## src/core/gpt_defs.svh

```systemverilog
// constants for the general purpose timer set
`ifndef GPT_DEFS_SVH
`define GPT_DEFS_SVH
`define GPT_NUM_TMR 4
`define GPT_CNT_W 16
`define GPT_PRE_W 12
`define GPT_FULL_SCALE 16'hffff
`define GPT_ZERO 16'h0000
`define GPT_ONE 16'h0001
`define GPT_OFF_LOAD 4'h0
`define GPT_OFF_VAL 4'h4
`define GPT_OFF_CTRL 4'h8
`define GPT_OFF_STAT 8'h40
`define GPT_OFF_MASK 8'h44
`define GPT_RST_LOAD 16'h0000
`define GPT_RST_CTRL 8'h00
`define GPT_RST_FLAGS 4'h0
`define GPT_PRE_DIV1 12'h000
`define GPT_PRE_DIV16 12'h00f
`define GPT_PRE_DIV256 12'h0ff
`define GPT_PRE_DIV4096 12'hfff
`endif

```

## src/core/gpt_pkg.sv

```systemverilog
// types shared by the timer set
`include "gpt_defs.svh"
package gpt_pkg;
    typedef enum logic [1:0] {gpt_pre_1, gpt_pre_16, gpt_pre_256, gpt_pre_4096} gpt_pre_e;
    typedef struct packed {
        logic [1:0] rsvd;
        logic src_ext;
        gpt_pre_e pre;
        logic periodic;
        logic up;
        logic en;
    } gpt_ctrl_s;
    typedef logic [`GPT_CNT_W-1:0] gpt_cnt_t;
endpackage

```

## src/core/gpt_tmr_if.sv

```systemverilog
// link between the register block and one timer/counter
`timescale 1ns/100ps
`default_nettype none
interface gpt_tmr_if;
    gpt_pkg::gpt_ctrl_s ctrl;
    gpt_pkg::gpt_cnt_t load;
    logic start;
    logic ext_tick;
    gpt_pkg::gpt_cnt_t count;
    logic tout;
    modport ctl (output ctrl, output load, output start, output ext_tick,
                 input count, input tout);
    modport tmr (input ctrl, input load, input start, input ext_tick,
                 output count, output tout);
endinterface
`default_nettype wire

```

## src/core/gpt_sync.sv

```systemverilog
// three stage pin synchroniser with rising edge pulse
`timescale 1ns/100ps
`default_nettype none
module gpt_sync (
    input wire logic clk,
    input wire logic sys_rst,
    input wire logic pin_in,
    output logic rise
);
    typedef struct packed {
        logic s1;
        logic s2;
        logic s3;
        logic lvl;
        logic rise;
    } gpt_sync_s;
    gpt_sync_s st_r;
    gpt_sync_s st_nxt;
    always_comb begin
        st_nxt = st_r;
        st_nxt.s1 = pin_in;
        st_nxt.s2 = st_r.s1;
        st_nxt.s3 = st_r.s2;
        st_nxt.rise = 1'b0;
        if (st_r.s2 == st_r.s3 && st_r.s2 != st_r.lvl) begin
            st_nxt.lvl = st_r.s2;
            st_nxt.rise = st_r.s2;
        end
    end
    always_ff @(posedge clk or posedge sys_rst) begin
        if (sys_rst) begin
            st_r <= '0;
        end else begin
            st_r <= st_nxt;
        end
    end
    assign rise = st_r.rise;
endmodule
`default_nettype wire

```

## src/core/gpt_timer.sv

```systemverilog
// one timer/counter with prescaler, free running or periodic
`timescale 1ns/100ps
`default_nettype none
`include "gpt_defs.svh"
module gpt_timer (
    input wire logic clk,
    input wire logic sys_rst,
    gpt_tmr_if.tmr bus
);
    typedef struct packed {
        gpt_pkg::gpt_cnt_t cnt;
        logic [`GPT_PRE_W-1:0] pre;
        logic run;
        logic tout;
    } gpt_tmr_s;
    gpt_tmr_s st_r;
    gpt_tmr_s st_nxt;
    logic [`GPT_PRE_W-1:0] ratio;
    logic src_tick;
    logic step;
    always_comb begin
        unique case (bus.ctrl.pre)
            gpt_pkg::gpt_pre_1: ratio = `GPT_PRE_DIV1;
            gpt_pkg::gpt_pre_16: ratio = `GPT_PRE_DIV16;
            gpt_pkg::gpt_pre_256: ratio = `GPT_PRE_DIV256;
            gpt_pkg::gpt_pre_4096: ratio = `GPT_PRE_DIV4096;
        endcase
    end
    assign src_tick = bus.ctrl.src_ext ? bus.ext_tick : 1'b1;
    assign step = st_r.run && src_tick && st_r.pre == ratio;
    always_comb begin
        st_nxt = st_r;
        st_nxt.tout = 1'b0;
        if (bus.start) begin
            // control write restarts from load or range end
            st_nxt.pre = '0;
            st_nxt.run = bus.ctrl.en;
            if (bus.ctrl.periodic) begin
                st_nxt.cnt = bus.load;
            end else begin
                st_nxt.cnt = bus.ctrl.up ? `GPT_ZERO : `GPT_FULL_SCALE;
            end
        end else if (step) begin
            st_nxt.pre = '0;
            if (bus.ctrl.up) begin
                if (st_r.cnt == `GPT_FULL_SCALE) begin
                    // wrap or reload
                    st_nxt.cnt = bus.ctrl.periodic ? bus.load + `GPT_ONE : `GPT_ZERO;
                end else begin
                    st_nxt.cnt = st_r.cnt + `GPT_ONE;
                end
                st_nxt.tout = st_nxt.cnt == `GPT_FULL_SCALE;
            end else begin
                if (st_r.cnt == `GPT_ZERO) begin
                    // wrap or reload
                    st_nxt.cnt = bus.ctrl.periodic ? bus.load - `GPT_ONE : `GPT_FULL_SCALE;
                end else begin
                    st_nxt.cnt = st_r.cnt - `GPT_ONE;
                end
                st_nxt.tout = st_nxt.cnt == `GPT_ZERO;
            end
        end else if (st_r.run && src_tick) begin
            st_nxt.pre = st_r.pre + 12'h001;
        end
    end
    always_ff @(posedge clk or posedge sys_rst) begin
        if (sys_rst) begin
            st_r <= '0;
        end else begin
            st_r <= st_nxt;
        end
    end
    assign bus.count = st_r.cnt;
    assign bus.tout = st_r.tout;

    a_down_wrap: assert property (@(posedge clk) disable iff (sys_rst)
        step && !bus.start && !bus.ctrl.up && !bus.ctrl.periodic && st_r.cnt == `GPT_ZERO
        |=> st_r.cnt == `GPT_FULL_SCALE)
        else $error("free down count did not wrap to full scale");
    a_up_wrap: assert property (@(posedge clk) disable iff (sys_rst)
        step && !bus.start && bus.ctrl.up && !bus.ctrl.periodic && st_r.cnt == `GPT_FULL_SCALE
        |=> st_r.cnt == `GPT_ZERO)
        else $error("free up count did not wrap to zero");
    a_period_reload: assert property (@(posedge clk) disable iff (sys_rst)
        step && !bus.start && bus.ctrl.periodic && !bus.ctrl.up && st_r.cnt == `GPT_ZERO
        |=> st_r.cnt == $past(bus.load) - `GPT_ONE
            && st_r.tout == ($past(bus.load) == `GPT_ONE))
        else $error("periodic down count did not reload");
    a_down_step: assert property (@(posedge clk) disable iff (sys_rst)
        step && !bus.start && !bus.ctrl.up && st_r.cnt != `GPT_ZERO
        |=> st_r.cnt == $past(st_r.cnt) - `GPT_ONE)
        else $error("down step not by one");
    a_hold_prescale: assert property (@(posedge clk) disable iff (sys_rst)
        st_r.run && !bus.start && !step |=> st_r.cnt == $past(st_r.cnt))
        else $error("count moved between prescaler steps");
    a_start_load: assert property (@(posedge clk) disable iff (sys_rst)
        bus.start && bus.ctrl.periodic |=> st_r.cnt == $past(bus.load) && st_r.run == $past(bus.ctrl.en))
        else $error("start did not load the reload value");
    c_timeout: cover property (@(posedge clk) disable iff (sys_rst) st_r.tout);
    c_ext_step: cover property (@(posedge clk) disable iff (sys_rst) step && bus.ctrl.src_ext);
endmodule
`default_nettype wire

```

## src/core/gpt_top.sv

```systemverilog
// four timer/counters with an avalon-mm register slave and interrupt
// Behaviour
// - four independent timers
// - each timer runs free-running or periodic
// - free down count wraps zero to maximum
// - free up count wraps full scale to zero
// - periodic count restarts one step past reload value (load - 1 down, load + 1 up)
// - down period is load times prescale over source
// - up period is full scale minus load, scaled
// - live count readable anytime without disturbing it
// - control register write starts the timer
`timescale 1ns/100ps
`default_nettype none
`include "gpt_defs.svh"
module gpt_top (
    input wire logic clk,
    input wire logic sys_rst,
    input wire logic [7:0] avs_address,
    input wire logic avs_read,
    input wire logic avs_write,
    input wire logic [31:0] avs_writedata,
    input wire logic [3:0] avs_byteenable,
    output logic [31:0] avs_readdata,
    output logic avs_waitrequest,
    input wire logic [`GPT_NUM_TMR-1:0] ext_clk_pin,
    output logic irq
);
    typedef struct packed {
        logic waitreq;
        logic [31:0] rdata;
        logic irq;
        logic [`GPT_NUM_TMR-1:0] status;
        logic [`GPT_NUM_TMR-1:0] mask;
        logic [`GPT_NUM_TMR-1:0] start;
        gpt_pkg::gpt_cnt_t [`GPT_NUM_TMR-1:0] load;
        gpt_pkg::gpt_ctrl_s [`GPT_NUM_TMR-1:0] ctrl;
    } gpt_top_s;

    gpt_top_s st_r;
    gpt_top_s st_nxt;
    logic [`GPT_NUM_TMR-1:0] ext_rise;
    logic [`GPT_NUM_TMR-1:0] tout;
    gpt_pkg::gpt_cnt_t count [`GPT_NUM_TMR];
    logic req;
    logic acc;
    logic tmr_sel;
    logic [1:0] idx;
    logic [3:0] off;

    gpt_tmr_if tif[`GPT_NUM_TMR]();

    // one timer, synchroniser and link per instance
    for (genvar g = 0; g < `GPT_NUM_TMR; g++) begin : g_tmr
        // external source passes four flops (three synchroniser stages and the pulse) before counting
        gpt_sync u_sync (
            .clk(clk),
            .sys_rst(sys_rst),
            .pin_in(ext_clk_pin[g]),
            .rise(ext_rise[g])
        );
        gpt_timer u_timer (
            .clk(clk),
            .sys_rst(sys_rst),
            .bus(tif[g])
        );
        assign tif[g].ctrl = st_r.ctrl[g];
        assign tif[g].load = st_r.load[g];
        assign tif[g].start = st_r.start[g];
        assign tif[g].ext_tick = ext_rise[g];
        assign tout[g] = tif[g].tout;
        assign count[g] = tif[g].count;
    end

    assign req = avs_read || avs_write;
    assign acc = req && !st_r.waitreq;
    assign tmr_sel = avs_address[7:6] == 2'b00;
    assign idx = avs_address[5:4];
    assign off = avs_address[3:0];

    // byte lane merge for a register of up to 32 bits
    function automatic logic [31:0] gpt_merge(input logic [31:0] old_v,
                                              input logic [31:0] new_v,
                                              input logic [3:0] be);
        logic [31:0] res;
        res = old_v;
        for (int b = 0; b < 4; b++) begin
            if (be[b]) begin
                res[b*8 +: 8] = new_v[b*8 +: 8];
            end
        end
        return res;
    endfunction

    // read data for the addressed register, zero when unmapped
    function automatic logic [31:0] gpt_rd_mux(input gpt_top_s s,
                                               input logic [7:0] addr,
                                               input gpt_pkg::gpt_cnt_t c0,
                                               input gpt_pkg::gpt_cnt_t c1,
                                               input gpt_pkg::gpt_cnt_t c2,
                                               input gpt_pkg::gpt_cnt_t c3);
        logic [31:0] v;
        gpt_pkg::gpt_cnt_t cv;
        v = 32'h0000_0000;
        unique case (addr[5:4])
            2'h0: cv = c0;
            2'h1: cv = c1;
            2'h2: cv = c2;
            2'h3: cv = c3;
        endcase
        if (addr[7:6] == 2'b00) begin
            if (addr[3:0] == `GPT_OFF_LOAD) begin
                v[`GPT_CNT_W-1:0] = s.load[addr[5:4]];
            end else if (addr[3:0] == `GPT_OFF_VAL) begin
                // live count, read without touching the counter
                v[`GPT_CNT_W-1:0] = cv;
            end else if (addr[3:0] == `GPT_OFF_CTRL) begin
                v[7:0] = s.ctrl[addr[5:4]];
            end
        end else if (addr == `GPT_OFF_STAT) begin
            v[`GPT_NUM_TMR-1:0] = s.status;
        end else if (addr == `GPT_OFF_MASK) begin
            v[`GPT_NUM_TMR-1:0] = s.mask;
        end
        return v;
    endfunction

    always_comb begin
        logic [31:0] tmp;
        tmp = 32'h0000_0000;
        st_nxt = st_r;
        st_nxt.start = '0;
        // bus handshake: one wait cycle, then one cycle of acceptance
        if (acc) begin
            st_nxt.waitreq = 1'b1;
        end else if (req) begin
            st_nxt.waitreq = 1'b0;
            st_nxt.rdata = avs_read ? gpt_rd_mux(st_r, avs_address, count[0], count[1],
                                                 count[2], count[3]) : 32'h0000_0000;
        end
        if (acc && avs_write) begin
            if (tmr_sel && off == `GPT_OFF_LOAD) begin
                tmp = gpt_merge({16'h0000, st_r.load[idx]}, avs_writedata, avs_byteenable);
                st_nxt.load[idx] = tmp[`GPT_CNT_W-1:0];
            end else if (tmr_sel && off == `GPT_OFF_CTRL) begin
                tmp = gpt_merge({24'h00_0000, st_r.ctrl[idx]}, avs_writedata, avs_byteenable);
                // mode, direction, prescale, source, enable
                st_nxt.ctrl[idx] = tmp[7:0];
                st_nxt.ctrl[idx].rsvd = 2'b00;
                st_nxt.start[idx] = 1'b1;
            end else if (avs_address == `GPT_OFF_STAT && avs_byteenable[0]) begin
                st_nxt.status = st_r.status & ~avs_writedata[`GPT_NUM_TMR-1:0];
            end else if (avs_address == `GPT_OFF_MASK && avs_byteenable[0]) begin
                st_nxt.mask = avs_writedata[`GPT_NUM_TMR-1:0];
            end
        end
        // a timeout in the clearing cycle still sets its flag
        st_nxt.status = st_nxt.status | tout;
        st_nxt.irq = |(st_nxt.status & st_nxt.mask);
    end

    always_ff @(posedge clk or posedge sys_rst) begin
        if (sys_rst) begin
            st_r.waitreq <= 1'b1;
            st_r.rdata <= 32'h0000_0000;
            st_r.irq <= 1'b0;
            st_r.status <= `GPT_RST_FLAGS;
            st_r.mask <= `GPT_RST_FLAGS;
            st_r.start <= '0;
            st_r.load <= {`GPT_NUM_TMR{`GPT_RST_LOAD}};
            st_r.ctrl <= {`GPT_NUM_TMR{`GPT_RST_CTRL}};
        end else begin
            st_r <= st_nxt;
        end
    end

    assign avs_readdata = st_r.rdata;
    assign avs_waitrequest = st_r.waitreq;
    assign irq = st_r.irq;

    a_flag_sticky: assert property (@(posedge clk) disable iff (sys_rst)
        st_r.status[0] && !(acc && avs_write && avs_address == `GPT_OFF_STAT
                             && avs_byteenable[0] && avs_writedata[0])
        |=> st_r.status[0])
        else $error("timeout flag dropped without a clear");
    a_flag_set: assert property (@(posedge clk) disable iff (sys_rst)
        tout[1] |=> st_r.status[1])
        else $error("timeout did not set its flag");
    a_irq_level: assert property (@(posedge clk) disable iff (sys_rst)
        ##1 irq == |($past(st_nxt.status) & $past(st_nxt.mask)))
        else $error("interrupt does not follow unmasked flags");
    a_read_live: assert property (@(posedge clk) disable iff (sys_rst)
        avs_read && st_r.waitreq && avs_address == {2'b00, 2'h2, `GPT_OFF_VAL}
        |=> avs_readdata[15:0] == $past(count[2]) && avs_readdata[31:16] == 16'h0000)
        else $error("value read does not show the live count");
    a_wait_once: assert property (@(posedge clk) disable iff (sys_rst)
        req && st_r.waitreq |=> !avs_waitrequest ##1 avs_waitrequest)
        else $error("waitrequest not low for exactly one cycle");
    a_ctrl_start: assert property (@(posedge clk) disable iff (sys_rst)
        acc && avs_write && avs_address == {2'b00, 2'h3, `GPT_OFF_CTRL} && avs_byteenable[0]
        |=> st_r.start[3] && st_r.ctrl[3].en == $past(avs_writedata[0]) ##1 !st_r.start[3])
        else $error("control write did not start the timer once");
    a_four_tmr: assert property (@(posedge clk) disable iff (sys_rst)
        acc && avs_write && tmr_sel && off == `GPT_OFF_LOAD && avs_byteenable == 4'hf
        |=> st_r.load[$past(idx)] == $past(avs_writedata[15:0]))
        else $error("reload value not stored for the addressed timer");
    c_irq: cover property (@(posedge clk) disable iff (sys_rst) irq);
    c_clear: cover property (@(posedge clk) disable iff (sys_rst)
        st_r.status[0] ##[1:20] !st_r.status[0]);
    c_all_out: cover property (@(posedge clk) disable iff (sys_rst) &st_r.status);
endmodule
`default_nettype wire

```

## config.mk

```make
export PLATFORM = sky130hd
export DESIGN_NAME = gpt_top
export DESIGN_NICKNAME = d
export VERILOG_FILES = /design/src/core/gpt_pkg.sv /design/src/core/gpt_tmr_if.sv /design/src/core/gpt_sync.sv /design/src/core/gpt_timer.sv /design/src/core/gpt_top.sv
export VERILOG_INCLUDE_DIRS = /design/src /design/src/core
export SDC_FILE = /design/constraint.sdc
export NUM_CORES = 1
export LEC_CHECK = 0
export ABC_CLOCK_PERIOD_IN_PS = 3600
export BUFFER_PORTS_ARGS = -buffer_cell sky130_fd_sc_hd__clkbuf_2
export CAP_MARGIN = 20
export CORE_MARGIN = 2
export CORE_UTILIZATION = 58
export CTS_CLUSTER_DIAMETER = 120
export CTS_CLUSTER_SIZE = 24
export DETAILED_ROUTE_END_ITERATION = 10
export GPL_ROUTABILITY_DRIVEN = 0
export PLACE_DENSITY = 0.76
export SYNTH_ARGS = -nofsm -noshare
export SYNTH_HDL_FRONTEND = slang
export SYNTH_HIERARCHICAL = 1
export SYNTH_SLANG_ARGS = --single-unit
```

## constraint.sdc

```tcl
create_clock -name clk -period 3.6 [get_ports clk]
set_input_delay 0.36 -clock clk [delete_from_list [all_inputs] [get_ports clk]]
set_output_delay 0.36 -clock clk [all_outputs]
set_load 0.01 [all_outputs]
```

### Word-level counts from Yosys, hierarchy flattened

Cells that the tools add are included.

* bitwise gates (word level): 6
* eq/ne operators: 39
* muxes and demuxes: 139
* add/subtract/negate cells: 20
* magnitude comparators: 2
* reductions and logical operators: 49

Operators with widths (count)
* $mux W16: 60
* $pmux W12 S4: 4
* $mux W8: 17
* $add A16 B1 Y16 const B: 8
* $eq A16 B16 Y1 const B: 8
* $logic_not A16 Y1: 8
* $sub A16 B1 Y16 const B: 8
* $mux W12: 10
* $mux W28: 4
* $mux W108: 1
* $bwmux W32: 2
* $bwmux W64: 1
* $mux W32: 2
* $mux W64: 1
* $pmux W16 S4: 1
* $add A12 B1 Y12 const B: 4
* $eq A12 B12 Y1: 4
* $mux W33: 1
* $bmux W16 S2: 1
* $demux W16 S2: 1
* $demux W8 S2: 2
* $mux W4: 7
* $mux W1: 22
* $eq A2 B2 Y1 const B: 10
* other kinds (24): 68

* output and inout port bits: 34
* register bits: 282

### Logic depth before layout (Yosys ltp)

Gate-level depths: netlist (run 1).

* word-level depth: 14
* gate-level depth with buffers: 11

### Cells and area by module

Netlist (run 1), hierarchy kept.

By module, submodules not included
* gpt_timer at g_tmr[1].u_timer ...: sequential area each 750.7 µm², area an instance 3569.7 µm², instances 2, cells an instance 491
* gpt_timer at g_tmr[0].u_timer ...: sequential area each 750.7 µm², area an instance 3524.6 µm², instances 2, cells an instance 473
* gpt_top: sequential area each 3154.3 µm², area an instance 6402.4 µm², instances 1, cells an instance 543
* gpt_sync: sequential area each 125.1 µm², area an instance 150.1 µm², instances 4, cells an instance 8

### Worst setup path after synthesis (run 1)

OpenSTA, ideal clock, no wires.

* path kind: register -> register
* start point: register (tool-made name)
* end point: register g_tmr[0].u_timer.st_r, in the netlist g_tmr[0].u_timer/bus.tout
* clock period less this slack: 2.628 ns
* stages on the path, launching flop included: 11
* arrival: 2.533 ns
* setup slack: 0.972 ns
* library setup time: 0.095 ns
* path buffers: 1
* cell sequence: dfrtp_1 clkbuf_1 inv_1 ha_1 or4b_1 nor3_2 nand3_1 xor2_1 a22oi_1 or4_1 o31ai_1

RTL lines
* end signal: assignment: RTL line gpt_timer.sv:70 `st_r <= st_nxt;`
* end: declaration: RTL line gpt_timer.sv:16 `gpt_tmr_s st_r;`

==> results of run 1 <==
-- logic make-up (layout without fill, tap and decap cells) --
logic type / Yosys count / in the layout / share of synthesized area [%]
AO/OA/AOI/OAI: 522 / 522 / 15.3
XOR/XNOR: 237 / 237 / 9.80
adder cells (fa/ha/maj): 28 / 28 / 1.63
buffers and inverters: 369 / 242 / 8.92
flip-flops: 266 / 266 / 31.4
multiplexers: 136 / 136 / 8.94
other: 1 / 17 / 0.0177
AND/OR/NAND/NOR: 944 / 944 / 24.0
-- power by group through the flow --
stage / registers [W] / clock network (W) / logic [W]
finish: 0.00344 / 0.00189 / 0.00323
global route: 0.00345 / 0.00203 / 0.00348
CTS: 0.00342 / 0.00192 / 0.00313
detailed placement: 0.00348 / 0 / 0.00311
global placement: 0.00347 / 0 / 0.00305
floorplan: 0.00326 / 0 / 0.00266
-- metal layers --
layer  vias up  global-route usage (%)  wire length [microns]
met1      9361                    46.5                  25100
met5         -                       0                     13
met3       316                    6.20                   8020
li1       8643                       -                      -
met4         2                    20.0                   4360
met2      1365                    52.2                  29200
-- cell usage in the layout (no fill, tap or decap), types with 38 or more instances in the layout --
cell,count
a21oi_1,133
buf_4,71
clkbuf_2,50
dfrtp_1,265
inv_1,85
mux2_2,46
mux2i_1,52
mux4_2,38
nand2_1,248
nand3_1,116
nand4_1,65
nor2_1,187
nor3_1,79
nor4_1,46
o21ai_0,167
xnor2_1,157
xor2_1,80
-- how the worst max path moves through the flow --
| stage | from | endpoint | cells past startpoint |
|---|---|---|---|
| 2_1_floorplan | register | g_tmr[0].u_timer/bus.tout$_DFF_PP0_ | 10 |
| 3_3_place_gp | register | g_tmr[3].u_timer/bus.tout$_DFF_PP0_ | 9 |
| 3_5_place_dp | g_tmr[3].u_timer/bus.count[0]$_DFFE_PP0P_ | g_tmr[3].u_timer/bus.tout$_DFF_PP0_ | 8 |
| 4_1_cts | g_tmr[3].u_timer/bus.count[0]$_DFFE_PP0P_ | g_tmr[3].u_timer/bus.tout$_DFF_PP0_ | 8 |
| 5_1_grt | g_tmr[3].u_timer/bus.count[0]$_DFFE_PP0P_ | g_tmr[3].u_timer/bus.tout$_DFF_PP0_ | 8 |
| 6_report | g_tmr[3].u_timer/bus.count[0]$_DFFE_PP0P_ | g_tmr[3].u_timer/bus.tout$_DFF_PP0_ | 8 |
-- critical path: cells and delay by family (launching register included) --
kind | cells | cell delay, ps
adders and majority gates | 1 | 300
AOI/OAI and AO/OA | 2 | 510
and+or+nand+nor | 5 | 1610
DFF | 1 | 610
-- final cells by class --
cell class / instances / area, sq um
Clock inverter: 4 / 38.8
Sequential cell: 266 / 6660
Fill cell: 3147 / 14600
Timing Repair Buffer: 131 / 901
Multi-Input combinational cell: 1883 / 12700
Clock buffer: 20 / 394
Inverter: 87 / 330
Antenna cell: 1 / 2.50
Tap cell: 468 / 586
-- timing repair --
item	in CTS	in global routing
setup endpoints to repair	0	0
hold endpoints to repair	24	0
setup buffers	0	0
hold buffers	5	0
-- stage by stage --
step | utilization (%) | setup WS [ps] | std cells | hold slack [ps]
floorplan | - | 972 | 2518 | 139
global placement | 58.2 | 587 | 2826 | 335
detailed placement | 58.2 | 565 | 2828 | 336
CTS | 59.6 | 536 | 2857 | 79.5
global route | 59.6 | 311 | 2859 | 105
finish | 59.6 | 433 | 2860 | 98.9
==> impl_metrics.tcl, run 1 <==
set metrics [dict create \
    routedWlPerCell_microns 23.3 \
    crit_path_start_kind "register" \
    numCtsBuffers 15 \
    synth_area_leaders "dfrtp_1 (31%), xnor2_1 (6.5%), nand2_1 (4.4%)" \
    min_period_ps 3170 \
    synth_area_leader_cell "dfrtp_1" \
    setup_viol 0 \
    ant_nets 0 \
    cts-root-buf "clkbuf_16" \
    power_switching_share_pct 39.2 \
    finalHoldViolCount 0 \
    io_buffers 51 \
    drc 0 \
    hold_class "in2reg" \
    grt_pass1_vias 18700 \
    die_x_microns 195 \
    crit_path_frequent_cell "nand4_1" \
    yosysMostFrequentCell "dfrtp_1" \
    end_kind "register" \
    min_path_cells 3 \
    yosys_warnings 6 \
    rrSetupSlack_ps 430 \
    postSynthAreaPerCell_sq_um 8.47 \
    synth-seq-area-share_pct 31.4 \
    power.total_w 0.00856 \
    synth_common_cells "dfrtp_1 (265), nand2_1 (248), nor2_1 (187)" \
    worstPathArrival_ps 3560 \
    min_from "avs_write" \
    dr.pass1.iters 10 \
    synthArstFlopShare_pct 100 \
    p_seq_share_pct 40.2 \
    synth_top_cell_area_share_pct 31.3 \
    hpwl_microns 49800 \
    core-area_sq_um 36300 \
    cp_slowest_cell "dfrtp_1" \
    synth-edff-count 0 \
    cp_max_fo 10 \
    vias_per_cell 6.88 \
    syn_area_sq_um 21200 \
    grt_setup_unrepaired "false" \
    final.setup.tns_ps 0 \
    overflow 0 \
    place_area_sq_um 21100 \
    skew_ps 30.6 \
    worstHoldEndpoint "avs_waitrequest$_DFFE_PP1P_" \
    die_h_microns 195 \
    synth-main-ff-cell "dfrtp_1" \
    fmax_ghz 0.316 \
    ys_seq_elements 266 \
    r2r_end "g_tmr[3].u_timer/bus.tout$_DFF_PP0_" \
    powerDensity_nw_per_um2 396 \
    intPower_w 0.00520 \
    grt_pass1_wl_microns 104000 \
    syn_to_final_growth_pct 2.00 \
    worstReg2RegStart "g_tmr[3].u_timer/bus.count[0]$_DFFE_PP0P_" \
    p_comb_share_pct 37.7 \
    clock_sinks 266 \
    ys_types 85 \
    status "finished, final reports clean" \
    grt_max_degree 81 \
    ff2ff_path_depth 8 \
    dieArea_sq_um 38100 \
    io_pins 86 \
    p_clk_share_pct 22.0 \
    worstMarginPinSlew_ps 993 \
    slew_viol_final 0 \
    relSlewSlack_pct 33.7 \
    slowest_delay_ps 610 \
    synth_cells 2503 \
    start_util_pct 58.4 \
    period_share_pct 88.0 \
    clk_pin_slew_ps 110 \
    antenna_found_initial 3 \
    finalWirelength_microns 66600 \
    p_switching_w 0.00336 \
    clockBufferDepth 3 \
    critPathRequiredTime_ps 3990 \
    power_leakage_nw 9.13 \
    fin_nets 2460 \
    dr_total_vias 19700 \
    drt_iter0_markers 2491 \
    drv_cap 0 \
    final_layout_size_suffix_gt1_share_pct 12.8 \
    ctsResizeCount 0 \
    clock_latency_ps 530 \
    path_class "reg2reg" \
    rows 70 \
    h-tree-depth 1 \
    crit_chain "ha_1, nand4_1, nor3_2, nand2_1, o21ai_0, nand4_1, or4_1, o31ai_1" \
    irDropWorstVdd_uv 384 \
    finalInstanceArea_sq_um 21600 \
    grt_usage_pct 34.4 \
    cts_tree "built" \
]
(Power assumes the default switching activity.)
==> inputs of run 2 (changes only) <==
--- a/config.mk
+++ b/config.mk
@@ -9,8 +9,10 @@
 export ABC_CLOCK_PERIOD_IN_PS = 3600
 export BUFFER_PORTS_ARGS = -buffer_cell sky130_fd_sc_hd__clkbuf_2
 export CAP_MARGIN = 20
+export CELL_PAD_IN_SITES_DETAIL_PLACEMENT = 1
+export CELL_PAD_IN_SITES_GLOBAL_PLACEMENT = 2
 export CORE_MARGIN = 2
-export CORE_UTILIZATION = 58
+export CORE_UTILIZATION = 36
 export CTS_CLUSTER_DIAMETER = 120
 export CTS_CLUSTER_SIZE = 24
 export DETAILED_ROUTE_END_ITERATION = 10
==> impl_metrics.tcl, run 2 (synthesis results as in run 1) <==
set metrics [dict create \
    relSlewSlack_pct 28.4 \
    hold_class "in2reg" \
    io_pins 86 \
    finalWirelength_microns 82000 \
    setup_ws_ps 186 \
    final.setup.tns_ps 0 \
    clock_sinks 266 \
    final_core_util_pct 38.7 \
    min_path_cells 3 \
    grt_pass1_vias 19800 \
    grt_max_degree 127 \
    clock_latency_ps 560 \
    cts-root-buf "clkbuf_16" \
    ff2ff_path_depth 7 \
    h-tree-depth 1 \
    ctsResizeCount 0 \
    routedWlPerCell_microns 25.6 \
    status "finished, final reports clean" \
    min_from "avs_write" \
    slew_viol_final 0 \
    dr.pass1.iters 5 \
    period_share_pct 94.8 \
    ant_nets 0 \
    worstPathArrival_ps 3860 \
    setup_viol 0 \
    powerDensity_nw_per_um2 404 \
    final_layout_size_suffix_gt1_share_pct 14.5 \
    cts_setup_buffers 0 \
    grt_usage_pct 26.9 \
    syn_to_final_growth_pct 5.69 \
    r2r_end "g_tmr[0].u_timer/bus.tout$_DFF_PP0_" \
    grt_util_met1_pct 36.1 \
    grt_use_met3_pct 3.43 \
    antenna_found_initial 3 \
    power.total_w 0.00905 \
    grt_use_met2_pct 44.4 \
    hpwl_microns 63800 \
    clk_pin_slew_ps 120 \
    drc 0 \
    rows 88 \
    skew_ps 43.3 \
    path_class "reg2reg" \
    critPathRequiredTime_ps 4040 \
    die_x_microns 247 \
    worstHoldEndpoint "avs_waitrequest$_DFFE_PP1P_" \
    drv_cap 0 \
    fmax_ghz 0.293 \
    core-area_sq_um 57900 \
    dieArea_sq_um 60800 \
    worstMarginPinSlew_ps 1070 \
    min_period_ps 3410 \
    dp_slack_ps 312 \
    numCtsBuffers 16 \
    dr_total_vias 19400 \
    vias_per_cell 6.07 \
    power_leakage_nw 9.39 \
    n_antenna_cell 0 \
    hold_buffers 5 \
    clockBufferDepth 3 \
    crit_path_start_kind "register" \
    end_kind "register" \
    cp_max_fo 10 \
    fin_nets 2504 \
    hold_slack_ps 66.6 \
    drt_iter0_markers 1532 \
    cts_tree "built" \
    irDropWorstVdd_uv 244 \
    die_h_microns 247 \
    start_util_pct 36.6 \
    final_cell_mix "dfrtp_1 (265), nand2_1 (248), nor2_1 (187)" \
    grt_setup_unrepaired "false" \
    io_buffers 51 \
    grt_pass1_wl_microns 126000 \
    top_usage_layer "met2" \
    finalHoldViolCount 0 \
    layout_commonest_cell "dfrtp_1" \
    rrSetupSlack_ps 190 \
    worstReg2RegStart "g_tmr[0].u_timer/bus.count[4]$_DFFE_PP0P_" \
    overflow 0 \
]
[run 2: critical path, cell delays in order, from the launching register on]
cell and delay (ps):
dfrtp_1 690, nand4_1 440, nor4_4 760, nand2_1 310, o21ai_1 240, o2111ai_1 170
or4_1 590, o31ai_1 90
[run 2: metal layers]
metal  routed length, microns  vias to the layer above
li1                         -                     8726
met1                    35600                     9951
met2                    38400                      628
met3                     4830                      140
met4                     3180                        4
met5                       20                        -
[run 2: report_power, final]
group	switching (W)	internal [W]
Clock	0.00120	0.000942
Combinational	0.00212	0.00135
Sequential	0.000323	0.00311
Total	0.00364	0.00541
[run 2: metrics by stage]
| step | area (sq um) | cells |
|---|---|---|
| floorplan | 21300 | 2518 |
| global placement | 21800 | 3170 |
| global route | 22400 | 3203 |
| finish | 22400 | 3203 |
| CTS | 22400 | 3203 |
| detailed placement | 21800 | 3170 |
[run 2: cell type report]
class	instances	area, sq um
sequential	266	6660
clock inverter	7	97.6
multi-input combinational	1883	12700
fill	6881	35500
tap	765	957
inverter	87	330
clock buffer	21	419
timing repair buffer	174	1230
[run 2: how the worst max path moves through the flow]
stage                                         startpoint                                   to  slack, ps  cells past startpoint
3_5_place_dp   g_tmr[0].u_timer/bus.count[4]$_DFFE_PP0P_  g_tmr[0].u_timer/bus.tout$_DFF_PP0_        310                      7
4_1_cts        g_tmr[0].u_timer/bus.count[2]$_DFFE_PP0P_  g_tmr[0].u_timer/bus.tout$_DFF_PP0_        260                      7
5_1_grt        g_tmr[0].u_timer/bus.count[2]$_DFFE_PP0P_  g_tmr[0].u_timer/bus.tout$_DFF_PP0_         70                      7
6_report       g_tmr[0].u_timer/bus.count[4]$_DFFE_PP0P_  g_tmr[0].u_timer/bus.tout$_DFF_PP0_        190                      7
2_1_floorplan                                   register  g_tmr[0].u_timer/bus.tout$_DFF_PP0_        970                     10
3_3_place_gp   g_tmr[0].u_timer/bus.count[2]$_DFFE_PP0P_  g_tmr[0].u_timer/bus.tout$_DFF_PP0_        360                      7
==> inputs of run 3 (changes only) <==
--- a/config.mk
+++ b/config.mk
@@ -18,6 +18,8 @@
 export DETAILED_ROUTE_END_ITERATION = 10
 export GPL_ROUTABILITY_DRIVEN = 0
 export PLACE_DENSITY = 0.76
+export RECOVER_POWER = 50
+export SLEW_MARGIN = 20
 export SYNTH_ARGS = -nofsm -noshare
 export SYNTH_HDL_FRONTEND = slang
 export SYNTH_HIERARCHICAL = 1
==> impl_metrics.tcl, run 3 (synthesis results as in run 1) <==
set metrics [dict create \
    overflow 0 \
    end_kind "register" \
    fin_nets 2504 \
    clock_sinks 266 \
    critPathRequiredTime_ps 4040 \
    clock_latency_ps 560 \
    crit_chain "nand4_1, nor4_4, nand2_1, o21ai_1, o2111ai_1, or4_1, o31ai_1" \
    irDropWorstVdd_uv 245 \
    syn_to_final_growth_pct 5.43 \
    fmax_ghz 0.293 \
    power_leakage_nw 9.31 \
    grt_pass1_wl_microns 126000 \
    status "complete, but fails checks" \
    finalWirelength_microns 82100 \
    hpwl_microns 63800 \
    worstReg2RegStart "g_tmr[0].u_timer/bus.count[4]$_DFFE_PP0P_" \
    final.setup.tns_ps 0 \
    path_class "reg2reg" \
    final_layout_size_suffix_gt1_share_pct 13.4 \
    grt_pass1_vias 19800 \
    grt_setup_unrepaired "false" \
    core-area_sq_um 57900 \
    met2_length_microns 38500 \
    vias_per_cell 6.07 \
    ff2ff_path_depth 7 \
    relSlewSlack_pct -24.7 \
    io_pins 86 \
    dp_slack_ps 312 \
    crit_path_start_kind "register" \
    powerDensity_nw_per_um2 405 \
    rrSetupSlack_ps 190 \
    grt_max_degree 127 \
    min_from "avs_write" \
    r2r_end "g_tmr[0].u_timer/bus.tout$_DFF_PP0_" \
    routedWlPerCell_microns 25.6 \
    io_buffers 51 \
    clockBufferDepth 3 \
    start_util_pct 36.6 \
    hold_class "in2reg" \
    cp_slowest_cell "nor4_4" \
    die_x_microns 247 \
    worstPathArrival_ps 3860 \
    top_layer "met5" \
    numCtsBuffers 16 \
    rows 88 \
    setup_viol 0 \
    ant_nets 0 \
    drc 0 \
    failed_checks "max-capacitance violations, max-slew violations" \
    dr.pass1.iters 5 \
    die_h_microns 247 \
    min_path_cells 3 \
    dieArea_sq_um 60800 \
    dr_total_vias 19400 \
    layout_commonest_cell "dfrtp_1" \
    skew_ps 38.5 \
    n_antenna_cell 0 \
    clk_pin_slew_ps 110 \
    slew_viol_final 199 \
    cts_setup_buffers 0 \
    dr_wl_met3_microns 4390 \
    cts_tree "built" \
    cp_max_fo 10 \
    drv_cap 4 \
    drt_iter0_markers 1462 \
    h-tree-depth 1 \
    worstMarginPinSlew_ps 1870 \
    antenna_found_initial 3 \
    period_share_pct 94.8 \
    setup_ws_ps 187 \
    min_period_ps 3410 \
    finalHoldViolCount 0 \
    final_cell_mix "dfrtp_1 (265), nand2_1 (248), nor2_1 (187)" \
    grt_usage_pct 26.9 \
    slowest_delay_ps 760 \
    wl_met1_microns 36000 \
    cts-root-buf "clkbuf_16" \
    worstHoldEndpoint "avs_waitrequest$_DFFE_PP1P_" \
]
## run 3: worst max-delay path, delay by kind of cell, from the launching register on
family          cells  cell delay, ps
compound gates      3             510
simple gates        4            2110
flops               1             670
## run 3: how the worst max path moves through the flow
stage	startpoint	endpoint	slack, ps	depth (start not counted)
2_1_floorplan	register	g_tmr[0].u_timer/bus.tout$_DFF_PP0_	970	10
3_3_place_gp	g_tmr[0].u_timer/bus.count[2]$_DFFE_PP0P_	g_tmr[0].u_timer/bus.tout$_DFF_PP0_	360	7
3_5_place_dp	g_tmr[0].u_timer/bus.count[4]$_DFFE_PP0P_	g_tmr[0].u_timer/bus.tout$_DFF_PP0_	310	7
4_1_cts	g_tmr[0].u_timer/bus.count[2]$_DFFE_PP0P_	g_tmr[0].u_timer/bus.tout$_DFF_PP0_	260	7
5_1_grt	g_tmr[0].u_timer/bus.count[2]$_DFFE_PP0P_	g_tmr[0].u_timer/bus.tout$_DFF_PP0_	70	7
6_report	g_tmr[0].u_timer/bus.count[4]$_DFFE_PP0P_	g_tmr[0].u_timer/bus.tout$_DFF_PP0_	190	7
## run 3: through the flow
step                std cells  power [W]  util (%)  hold WS, ps  area, sq um
floorplan                2518    0.00591         -          139        21300
global placement         3170    0.00682      37.7          333        21800
detailed placement       3170    0.00688      37.7          342        21800
CTS                      3203    0.00907      38.7         50.1        22400
global route             3203    0.00952      38.6         64.8        22300
finish                   3203    0.00904      38.6         71.8        22300
## run 3: area by class of cell
| type | instances | area (sq um) |
|---|---|---|
| well taps | 765 | 957 |
| clock inverters | 7 | 97.6 |
| flip-flops and latches | 266 | 6660 |
| multi-input cells | 1883 | 12700 |
| fillers | 6893 | 35600 |
| clock buffers | 21 | 419 |
| inverters | 87 | 330 |
| repair buffers | 174 | 1180 |
## run 3: layer usage
metal,global-route usage [%],up-vias
met5,0,-
met4,9.43,4
met3,3.43,141
met2,44.4,594
met1,36.1,9968
li1,-,8721
## run 3: timing repair
action	in CTS	in global routing
endpoints found under the setup margin	0	0
hold buffers	5	0
endpoints found under the hold margin	24	0
gates resized for setup	0	0
## run 3: power breakdown
group	internal, W	switching (W)	leakage (nW)
Clock	0.000941	0.00120	0.249
Combinational	0.00135	0.00212	5.40
Sequential	0.00311	0.000322	3.66
Total	0.00540	0.00364	9.31
